--- src/rtl/asrc_pkg.sv ---
// package: pin timing and sizes for the static memory host controller
// assumes a 100 MHz core clock and a memory of the slower speed grade
package asrc_pkg;
    localparam int ADDR_W = 18;
    localparam int DATA_W = 4;
    localparam int CLK_PERIOD_PS = 10000;
    // times in picoseconds
    localparam int ADDR_ACCESS_DELAY_PS = 7000;
    localparam int OE_ACCESS_DELAY_PS = 4000;
    localparam int OE_TO_FLOAT_MAX_PS = 3500;
    localparam int WRITE_PULSE_MIN_PS = 7000;
    localparam int DATA_SETUP_TO_WRITE_END_PS = 3500;
    localparam int WRITE_END_TO_DRIVE_MIN_PS = 3000;
    localparam int CYCLE_PERIOD_MIN_PS = 7000;
    // round up to whole cycles, never under one
    function automatic int asrc_cyc(input int ps);
        int c;
        c = (ps + CLK_PERIOD_PS - 1) / CLK_PERIOD_PS;
        return (c < 1) ? 1 : c;
    endfunction : asrc_cyc
    localparam int RD_WAIT_CYC = asrc_cyc(ADDR_ACCESS_DELAY_PS) + 1;
    localparam int WR_PULSE_CYC = asrc_cyc(WRITE_PULSE_MIN_PS);
    localparam int TURN_CYC = asrc_cyc(OE_TO_FLOAT_MAX_PS);
    localparam int CNT_W = 4;
    localparam logic [CNT_W-1:0] CNT_RST = 4'h0;
    typedef enum logic [2:0]
    {
        ASRC_IDLE = 3'b000,
        ASRC_SETUP = 3'b001,
        ASRC_ACTIVE = 3'b011,
        ASRC_DONE = 3'b010,
        ASRC_TURN = 3'b110
    } asrc_state_t;
endpackage : asrc_pkg

--- src/rtl/asrc_if.sv ---
// interface: pin-side signals between sequencer and pin stage
// assumes one core clock domain
`timescale 1ns/1ps
interface asrc_pin_if;
    import asrc_pkg::*;
    logic [ADDR_W-1:0] addr;
    logic              sel_n;
    logic              oe_n;
    logic              we_n;
    logic [DATA_W-1:0] wdata;
    logic              drive;
    logic [DATA_W-1:0] rdata_sync;
    modport seq (output addr, sel_n, oe_n, we_n, wdata, drive, input rdata_sync);
    modport pins (input addr, sel_n, oe_n, we_n, wdata, drive, output rdata_sync);
endinterface : asrc_pin_if

--- src/rtl/asrc_pins.sv ---
// pin stage: registered pin outputs and two-stage sync of read data
// assumes reset already synchronised to core clock
`timescale 1ns/1ps
module asrc_pins
(
    // clock and reset
    input  wire logic                            clk_i,
    input  wire logic                            rst_n_i,
    // sequencer side
    asrc_pin_if.pins                             pif,
    // memory pins
    output logic [asrc_pkg::ADDR_W-1:0]          word_select_bus_o,
    output logic                                 sel_n_o,
    output logic                                 oe_n_o,
    output logic                                 we_n_o,
    input  wire logic [asrc_pkg::DATA_W-1:0]     bidir_data_bus_i,
    output logic [asrc_pkg::DATA_W-1:0]          bidir_data_bus_o,
    output logic                                 bidir_data_bus_oe_o
);
    import asrc_pkg::*;
    logic [DATA_W-1:0] meta_r;
    logic [DATA_W-1:0] sync_r;

    // registered strobes, idle high
    always_ff @(posedge clk_i or negedge rst_n_i)
    begin
        if (!rst_n_i)
        begin
            word_select_bus_o <= '0;
            sel_n_o <= 1'b1;
            oe_n_o <= 1'b1;
            we_n_o <= 1'b1;
            bidir_data_bus_o <= '0;
            bidir_data_bus_oe_o <= 1'b0;
        end
        else
        begin
            word_select_bus_o <= pif.addr;
            sel_n_o <= pif.sel_n;
            oe_n_o <= pif.oe_n;
            we_n_o <= pif.we_n;
            bidir_data_bus_o <= pif.wdata;
            bidir_data_bus_oe_o <= pif.drive;
        end
    end

    // two flops on the returning data
    always_ff @(posedge clk_i or negedge rst_n_i)
    begin
        if (!rst_n_i)
        begin
            meta_r <= '0;
            sync_r <= '0;
        end
        else
        begin
            meta_r <= bidir_data_bus_i;
            sync_r <= meta_r;
        end
    end
    assign pif.rdata_sync = sync_r;
endmodule : asrc_pins

--- src/rtl/asrc_ctrl.sv ---
// top: host controller driving an asynchronous static memory
// assumes a single 100 MHz clock; memory outputs are registered once, read data twice
`timescale 1ns/1ps
module asrc_ctrl
(
    // clock and reset
    input  wire logic                            core_clk_i,
    input  wire logic                            resetn_i,
    // request port
    input  wire logic                            req_valid_i,
    output logic                                 req_ready_o,
    input  wire logic                            req_write_i,
    input  wire logic [asrc_pkg::ADDR_W-1:0]     req_addr_i,
    input  wire logic [asrc_pkg::DATA_W-1:0]     req_wdata_i,
    // answer port
    output logic                                 rsp_valid_o,
    output logic [asrc_pkg::DATA_W-1:0]          rsp_rdata_o,
    // memory pins
    output logic [asrc_pkg::ADDR_W-1:0]          word_select_bus_o,
    output logic                                 sel_n_o,
    output logic                                 oe_n_o,
    output logic                                 we_n_o,
    input  wire logic [asrc_pkg::DATA_W-1:0]     bidir_data_bus_i,
    output logic [asrc_pkg::DATA_W-1:0]          bidir_data_bus_o,
    output logic                                 bidir_data_bus_oe_o
);
    import asrc_pkg::*;

    // ****************************************
    // reset release
    // ****************************************
    logic rst_meta_r;
    logic rst_n_r;
    always_ff @(posedge core_clk_i or negedge resetn_i)
    begin
        if (!resetn_i)
        begin
            rst_meta_r <= 1'b0;
            rst_n_r <= 1'b0;
        end
        else
        begin
            rst_meta_r <= 1'b1;
            rst_n_r <= rst_meta_r;
        end
    end

    // ****************************************
    // sequencer state
    // ****************************************
    asrc_pin_if pif ();
    asrc_state_t       state_r;
    asrc_state_t       state_nxt;
    logic [CNT_W-1:0]  cnt_r;
    logic              write_r;
    logic [ADDR_W-1:0] addr_r;
    logic [DATA_W-1:0] wdata_r;
    logic              cnt_done;

    assign cnt_done = (cnt_r == CNT_RST);
    // nothing is taken while the sequencer is still held in reset
    assign req_ready_o = rst_n_r && (state_r == ASRC_IDLE);

    // next state
    always_comb
    begin
        state_nxt = state_r;
        case (state_r)
            ASRC_IDLE:   if (req_valid_i) state_nxt = ASRC_SETUP;
            ASRC_SETUP:  state_nxt = ASRC_ACTIVE;
            ASRC_ACTIVE: if (cnt_done) state_nxt = ASRC_DONE;
            ASRC_DONE:   state_nxt = ASRC_TURN;
            ASRC_TURN:   if (cnt_done) state_nxt = ASRC_IDLE;
            default:     state_nxt = ASRC_IDLE;
        endcase
    end

    always_ff @(posedge core_clk_i or negedge rst_n_r)
    begin
        if (!rst_n_r)
            state_r <= ASRC_IDLE;
        else
            state_r <= state_nxt;
    end

    // phase counter, loaded with rounded-up cycle counts minus one
    always_ff @(posedge core_clk_i or negedge rst_n_r)
    begin
        if (!rst_n_r)
            cnt_r <= CNT_RST;
        else if (state_r == ASRC_SETUP)
            cnt_r <= write_r ? CNT_W'(WR_PULSE_CYC - 1) : CNT_W'(RD_WAIT_CYC - 1);
        else if (state_r == ASRC_DONE)
            cnt_r <= CNT_W'(TURN_CYC - 1);
        else if (!cnt_done)
            cnt_r <= cnt_r - 4'h1;
    end

    // latched request
    always_ff @(posedge core_clk_i or negedge rst_n_r)
    begin
        if (!rst_n_r)
        begin
            write_r <= 1'b0;
            addr_r <= '0;
            wdata_r <= '0;
        end
        else if (req_valid_i && req_ready_o)
        begin
            write_r <= req_write_i;
            addr_r <= req_addr_i;
            wdata_r <= req_wdata_i;
        end
    end

    // ****************************************
    // pin requests
    // ****************************************
    logic active;
    assign active = (state_r == ASRC_ACTIVE);
    assign pif.addr = addr_r;
    assign pif.sel_n = !active;
    assign pif.we_n = !(active && write_r);
    assign pif.oe_n = !(active && !write_r);
    assign pif.drive = (active || state_r == ASRC_DONE) && write_r;
    assign pif.wdata = wdata_r;

    asrc_pins asrc_pins_i
    (
        .clk_i               (core_clk_i),
        .rst_n_i             (rst_n_r),
        .pif                 (pif),
        .word_select_bus_o   (word_select_bus_o),
        .sel_n_o             (sel_n_o),
        .oe_n_o              (oe_n_o),
        .we_n_o              (we_n_o),
        .bidir_data_bus_i    (bidir_data_bus_i),
        .bidir_data_bus_o    (bidir_data_bus_o),
        .bidir_data_bus_oe_o (bidir_data_bus_oe_o)
    );

    // ****************************************
    // read answer
    // ****************************************
    // sample in the turn cycle: sync then holds the bus from the second-last edge with
    // output enable low, well past the access delay
    always_ff @(posedge core_clk_i or negedge rst_n_r)
    begin
        if (!rst_n_r)
        begin
            rsp_valid_o <= 1'b0;
            rsp_rdata_o <= '0;
        end
        else
        begin
            rsp_valid_o <= (state_r == ASRC_TURN) && !write_r;
            if ((state_r == ASRC_TURN) && !write_r)
                rsp_rdata_o <= pif.rdata_sync;
        end
    end

    // ****************************************
    // checks
    // ****************************************
    property p_no_write_in_read;
        @(posedge core_clk_i) disable iff (!rst_n_r)
        !oe_n_o |-> we_n_o;
    endproperty
    a_no_write_in_read: assert property (p_no_write_in_read) else $error("write enable low during read");

    // cycles spent with write enable low, for the pulse check
    logic [CNT_W-1:0] we_low_cnt_r;
    always_ff @(posedge core_clk_i or negedge rst_n_r)
    begin
        if (!rst_n_r)
            we_low_cnt_r <= CNT_RST;
        else if (we_n_o)
            we_low_cnt_r <= CNT_RST;
        else if (we_low_cnt_r != 4'hf)
            we_low_cnt_r <= we_low_cnt_r + 4'h1;
    end

    property p_write_pulse;
        @(posedge core_clk_i) disable iff (!rst_n_r)
        $rose(we_n_o) |-> (we_low_cnt_r >= CNT_W'(WR_PULSE_CYC));
    endproperty
    a_write_pulse: assert property (p_write_pulse) else $error("write pulse too short");

    property p_data_before_end;
        @(posedge core_clk_i) disable iff (!rst_n_r)
        $rose(we_n_o) |-> $past(bidir_data_bus_oe_o) && bidir_data_bus_oe_o;
    endproperty
    a_data_before_end: assert property (p_data_before_end) else $error("data not held to write end");

    property p_wdata_stable;
        @(posedge core_clk_i) disable iff (!rst_n_r)
        bidir_data_bus_oe_o && $past(bidir_data_bus_oe_o) |-> $stable(bidir_data_bus_o);
    endproperty
    a_wdata_stable: assert property (p_wdata_stable) else $error("write data moved while driven");

    property p_addr_stable;
        @(posedge core_clk_i) disable iff (!rst_n_r)
        !sel_n_o && !$fell(sel_n_o) |-> $stable(word_select_bus_o);
    endproperty
    a_addr_stable: assert property (p_addr_stable) else $error("address moved while selected");

    property p_sel_overlap;
        @(posedge core_clk_i) disable iff (!rst_n_r)
        !we_n_o |-> !sel_n_o;
    endproperty
    a_sel_overlap: assert property (p_sel_overlap) else $error("write without select");

    property p_no_drive_in_read;
        @(posedge core_clk_i) disable iff (!rst_n_r)
        !oe_n_o |-> !bidir_data_bus_oe_o;
    endproperty
    a_no_drive_in_read: assert property (p_no_drive_in_read) else $error("host drives during read");

    property p_turnaround;
        @(posedge core_clk_i) disable iff (!rst_n_r)
        $rose(sel_n_o) |-> sel_n_o [*2];
    endproperty
    a_turnaround: assert property (p_turnaround) else $error("cycle too short");

    property p_read_answer;
        @(posedge core_clk_i) disable iff (!rst_n_r)
        $fell(oe_n_o) |-> ##[3:4] rsp_valid_o;
    endproperty
    a_read_answer: assert property (p_read_answer) else $error("read answer late");
endmodule : asrc_ctrl

--- config.mk ---
export PLATFORM = sky130hd
export DESIGN_NAME = asrc_ctrl
export DESIGN_NICKNAME = d
export VERILOG_FILES = /design/src/rtl/asrc_pkg.sv /design/src/rtl/asrc_if.sv /design/src/rtl/asrc_pins.sv /design/src/rtl/asrc_ctrl.sv
export SDC_FILE = /design/constraint.sdc
export NUM_CORES = 1
export LEC_CHECK = 0
export BUFFER_PORTS_ARGS = -buffer_cell sky130_fd_sc_hd__buf_2
export CAP_MARGIN = 20
export CORE_MARGIN = 4
export CORE_UTILIZATION = 55
export CTS_CLUSTER_SIZE = 16
export DETAILED_ROUTE_END_ITERATION = 8
export GPL_TIMING_DRIVEN = 0
export PLACE_DENSITY = 0.82
export SYNTH_ARGS = -nofsm -noshare
export SYNTH_HDL_FRONTEND = slang
export SYNTH_SLANG_ARGS = --single-unit
--- constraint.sdc ---
create_clock -name core_clk_i -period 7.6 [get_ports core_clk_i]
set_input_delay 0.76 -clock core_clk_i [delete_from_list [all_inputs] [get_ports core_clk_i]]
set_output_delay 0.76 -clock core_clk_i [all_outputs]
set_load 0.1 [all_outputs]
; ---- Word level (Yosys, flattened, before mapping)
; Cells that the tools add are included.
[op_classes]
add_sub_neg = 1
n_reduce_logical = 14
mux = 8
eq_ne = 8
[ops]
columns = cell, count
row1 = $pmux 3 s5, 1
row2 = $mux 4, 3
row3 = $mux 3, 3
row4 = $eq 3x2->1 const B, 2
row5 = $logic_and 1x1->1, 6
row6 = $ne 2x2->1 const B, 3
row7 = $logic_not 1->1, 4
row8 = $logic_not 4->1, 1
row9 = $sub 4x1->4 const B, 1
row10 = $eq 3x1->1 const B, 1
row11 = $eq 3x3->1 const B, 1
row12 = $logic_not 3->1, 1
row13 = $ne 3x1->1 const B, 1
row14 = $reduce_and 3->1, 1
row15 = $logic_or 1x1->1, 1
row16 = $mux 1, 1
[word_totals]
in_bits = 30
output_inout_bits = 32
wordCells = 48
register_bits = 71

; ---- Logic depth before layout (Yosys ltp)
[logic_depth]
word_depth = 4
mapped_depth = 6

; ---- Modules after synthesis
; A second synthesis with hierarchy kept.
[hier_totals]
hier_cells = 141
hier_area_um2 = 2461.1
[by_module_without_submodules]
columns = module, area_each_um2, seq_area_each_um2, cells_each, instances
row1 = asrc_ctrl, 1606.5, 925.9, 107, 1
row2 = asrc_pins, 854.6, 854.6, 34, 1

; ---- Worst setup path before layout
; No wires, ideal clock.
[synth_timing]
kind = flip-flop to flip-flop
start = reg rst_n_r
end = reg addr_r[0]
period_less_slack_ns = 3.985
setup_ns = 0.125
path_stages_with_launch = 5
t_required_ns = 7.475
n_path_buf = 1
slack_ns = 3.615
arrival_ns = 3.860
cell_sequence = dfrtp_1 > nor4b_4 > nand2_2 > buf_6 > mux2_4
[synth_via]
elab_chain_cells = 2
[synth_rtl]
columns = item, line_no
row1 = from (decl), asrc_ctrl.sv:33  ; logic rst_n_r;
row2 = from (signal assigned), asrc_ctrl.sv:44  ; rst_n_r <= rst_meta_r;
row3 = $logic_and 1x1->1, asrc_ctrl.sv:62  ; assign req_ready_o = rst_n_r && (state_r == ASRC_IDLE);
row4 = named net req_ready_o, asrc_ctrl.sv:11  ; output logic req_ready_o,
row5 = $logic_and 1x1->1, asrc_ctrl.sv:108  ; else if (req_valid_i && req_ready_o)
row6 = to (signal assigned), asrc_ctrl.sv:111  ; addr_r <= req_addr_i;
row7 = to (decl), asrc_ctrl.sv:56  ; logic [ADDR_W-1:0] addr_r;
; The timed path passes the listed nets, and every way through them passes these cells.
; A chain may end at the register's enable or synchronous reset.

; ---- Worst setup path in the final report
[layout_timing]
start = reg rst_n_r
end = out req_ready_o
[layout_via]
elab_chain_cells = 1
[layout_rtl]
columns = item, line_no
row1 = $logic_and 1x1->1, asrc_ctrl.sv:62
row2 = to (decl), asrc_ctrl.sv:11
; Every way passes these cells.

==> flow_metrics.tcl <==
set metrics [dict create \
    drv_slew 0 \
    grt_antenna_before_repair 0 \
    yosys_most_used_dff "dfrtp_1" \
    required_ns 6.84 \
    cts_buffer_depth 2 \
    cp_top_family "flip-flops" \
    synth_area_leaders "dfrtp_1, mux2_4, dfstp_2" \
    port_buffers 61 \
    cts_buffers 9 \
    grt_setup_unrepaired "false" \
    fmax_mhz 340 \
    path_class "register to output pin" \
    skew_ns 0.00787 \
    synth_common_cells "dfrtp_1, mux2_4, mux2_2, nor2_1, a21oi_1" \
    syn-num-nets 171 \
    arrival_ns 2.18 \
    grt_pass1_wl_mm 6.12 \
    via_per_inst 4.86 \
    core_um2 4320 \
    die_h_um 74.7 \
    maxCapViolations 0 \
    grt_overflow 0 \
    first_pass_iters 4 \
    period_minus_slack_ns 2.94 \
    outcome "complete, no violations" \
    fin_tns_setup_ns 0 \
    initialDrtViolationCount 89 \
    cts_tree "built" \
    floorplan.initialDensity_pct 56.7 \
    htreeDepth 3 \
    drive_above_1_share_pct 52.5 \
    worst-path-max-fanout 70 \
    grt_start_max_net_pins 71 \
    max_stage_delay_ns 0.98 \
    path_cells "nor4b_4 > buf_2" \
    nets 243 \
    clk_pin_slew_ns 0.06 \
    ys_ff_latch 71 \
    dp_hpwl_mm 2.70 \
    fin_crit_sh_pct 38.7 \
    synthArstFlopShare_pct 100 \
    grt_use_total_pct 15.5 \
    finalSetupViolCount 0 \
    yosysWarningCount 0 \
    synth_cells 140 \
    ys_seq_area_share_pct 72.7 \
    areaGrowthSynthToFinish_pct 23.1 \
    synth_top_area_share_pct 69.5 \
    avgSynthCellArea_um2 17.5 \
    drt-total-wl_mm 3.96 \
    crit_slowest_cell "dfrtp_4" \
    cts_resized 0 \
    worst_pin_slew_ns 0.844 \
    relSlewSlack_pct 43.7 \
    synth_edf_count 0 \
    n_fill_cell 301 \
    worstHoldPathType "input pin to async pin" \
    drc_errors 0 \
    finalHoldViolCount 0 \
    synth_top_area_cell "dfrtp_1" \
    numClockSinks 71 \
    gp_congestion 0.783 \
    rows 24 \
    pin_count 62 \
    antenna_cells 0 \
    cp_num_buf_inv 1 \
    cts_setup_buffers 0 \
    vias 1306 \
    fp.dieArea_um2 5590 \
    antenna_left 0 \
    end_kind "output pin" \
    hold_buffers 0 \
    netlist_area_um2 2450 \
    yosysUniqueCellTypes 29 \
    yosysMostFrequentCell "dfrtp_1" \
    cts-root-buf "clkbuf_8" \
    clk-insertion-delay-late_ns 0.33 \
    cp-start-kind "register" \
    grt_pass1_vias 1298 \
    die_x_um 74.7 \
    post_drt_wl_per_cell_um 14.7 \
]
[registers in the layout (all words and copies together), names as in the netlist]
| name | cells |
|---|---|
| addr_r | 18 |
| asrc_pins_i.bidir_data_bus_o | 4 |
| asrc_pins_i.bidir_data_bus_oe_o | 1 |
| asrc_pins_i.meta_r | 4 |
| asrc_pins_i.oe_n_o | 1 |
| asrc_pins_i.pif.rdata_sync | 4 |
| asrc_pins_i.sel_n_o | 1 |
| asrc_pins_i.we_n_o | 1 |
| asrc_pins_i.word_select_bus_o | 18 |
| cnt_r | 4 |
| pif.wdata | 4 |
| rsp_rdata_o | 4 |
| rsp_valid_o | 1 |
| rst_meta_r | 1 |
| rst_n_r | 1 |
| state_r | 3 |
| write_r | 1 |
[per-layer routing]
layer	global-route usage, %	share of wire, %
met1	20.8	44
met2	20.1	44
met3	8.41	11
met4	8.30	1.7
met5	0	0
[worst register-to-register path: stages, from the launching register on]
cell	delay [ns]
dfrtp_4	0.98
nor4b_4	0.39
nand2_2	0.16
buf_6	0.20
mux2_4	0.31
[final timing paths]
| path | from | end | slack [ns] | cells after the start |
|---|---|---|---|---|
| min in group core_clk_i | asrc_pins_i.meta_r[0] | asrc_pins_i.pif.rdata_sync[0] | 0.35 | 0 |
| setup / recovery | rst_n_r | req_ready_o | 4.66 | 2 |
| hold / removal | resetn_i | rst_n_r | 0.20 | 1 |
| max in group asynchronous | rst_n_r | asrc_pins_i.word_select_bus_o[5] | 6.62 | 0 |
| hold reg to reg | asrc_pins_i.meta_r[0] | asrc_pins_i.pif.rdata_sync[0] | 0.35 | 0 |
| setup reg to reg | rst_n_r | addr_r[2] | 5.45 | 4 |
[layout by cell type (no fill, tap or decap), types with 3 or more instances in the layout]
| master | instances |
|---|---|
| dfrtp_1 | 67 |
| buf_2 | 62 |
| mux2_4 | 20 |
| clkbuf_8 | 10 |
| mux2_2 | 7 |
| nor2_1 | 7 |
| a21oi_1 | 4 |
| buf_6 | 3 |
| nand2b_1 | 3 |
| dfstp_2 | 3 |
| clkbuf_1 | 3 |
[logic make-up (layout without fill, tap and decap cells)]
group           after synthesis  count (layout)  share of synthesized area (%)
flops                        71              71                           72.7
mux                          27              27                           15.5
simple gates                 22              22                           6.03
compound gates                9               9                           2.25
buf+inv                       7              84                           2.20
xor+xnor                      2               2                          0.715
fa+ha+maj                     1               1                          0.511
other cells                   1               1                          0.153
[area by class of cell]
class / instances / area (um^2) / area share (%)
Multi-Input combinational cell: 62 / 616 / 20.4
Tap cell: 52 / 65.1 / 2.16
Timing Repair Buffer: 61 / 305 / 10.1
Clock inverter: 3 / 42.5 / 1.41
Sequential cell: 71 / 1780 / 59.2
Clock buffer: 13 / 149 / 4.94
Buffer: 5 / 46.3 / 1.54
Inverter: 2 / 7.51 / 0.249
[per-stage QoR]
| step | std cells | cell area (um^2) | worst slack (ns) | hold WS (ns) | utilization [%] |
|---|---|---|---|---|---|
| after floorplan | 140 | 2450 | 3.61 | 0.331 | - |
| after global placement | 253 | 2820 | 3.60 | 0.332 | 65.2 |
| after detailed placement | 253 | 2820 | 4.96 | 0.336 | 65.3 |
| after CTS | 269 | 3020 | 4.60 | 0.187 | 69.7 |
| after global routing | 269 | 3020 | 4.45 | 0.178 | 69.7 |
| final | 269 | 3020 | 4.66 | 0.202 | 69.7 |
Power is not shown: default switching activity piles up to over one toggle a cycle in this logic, so the estimate is an artifact.
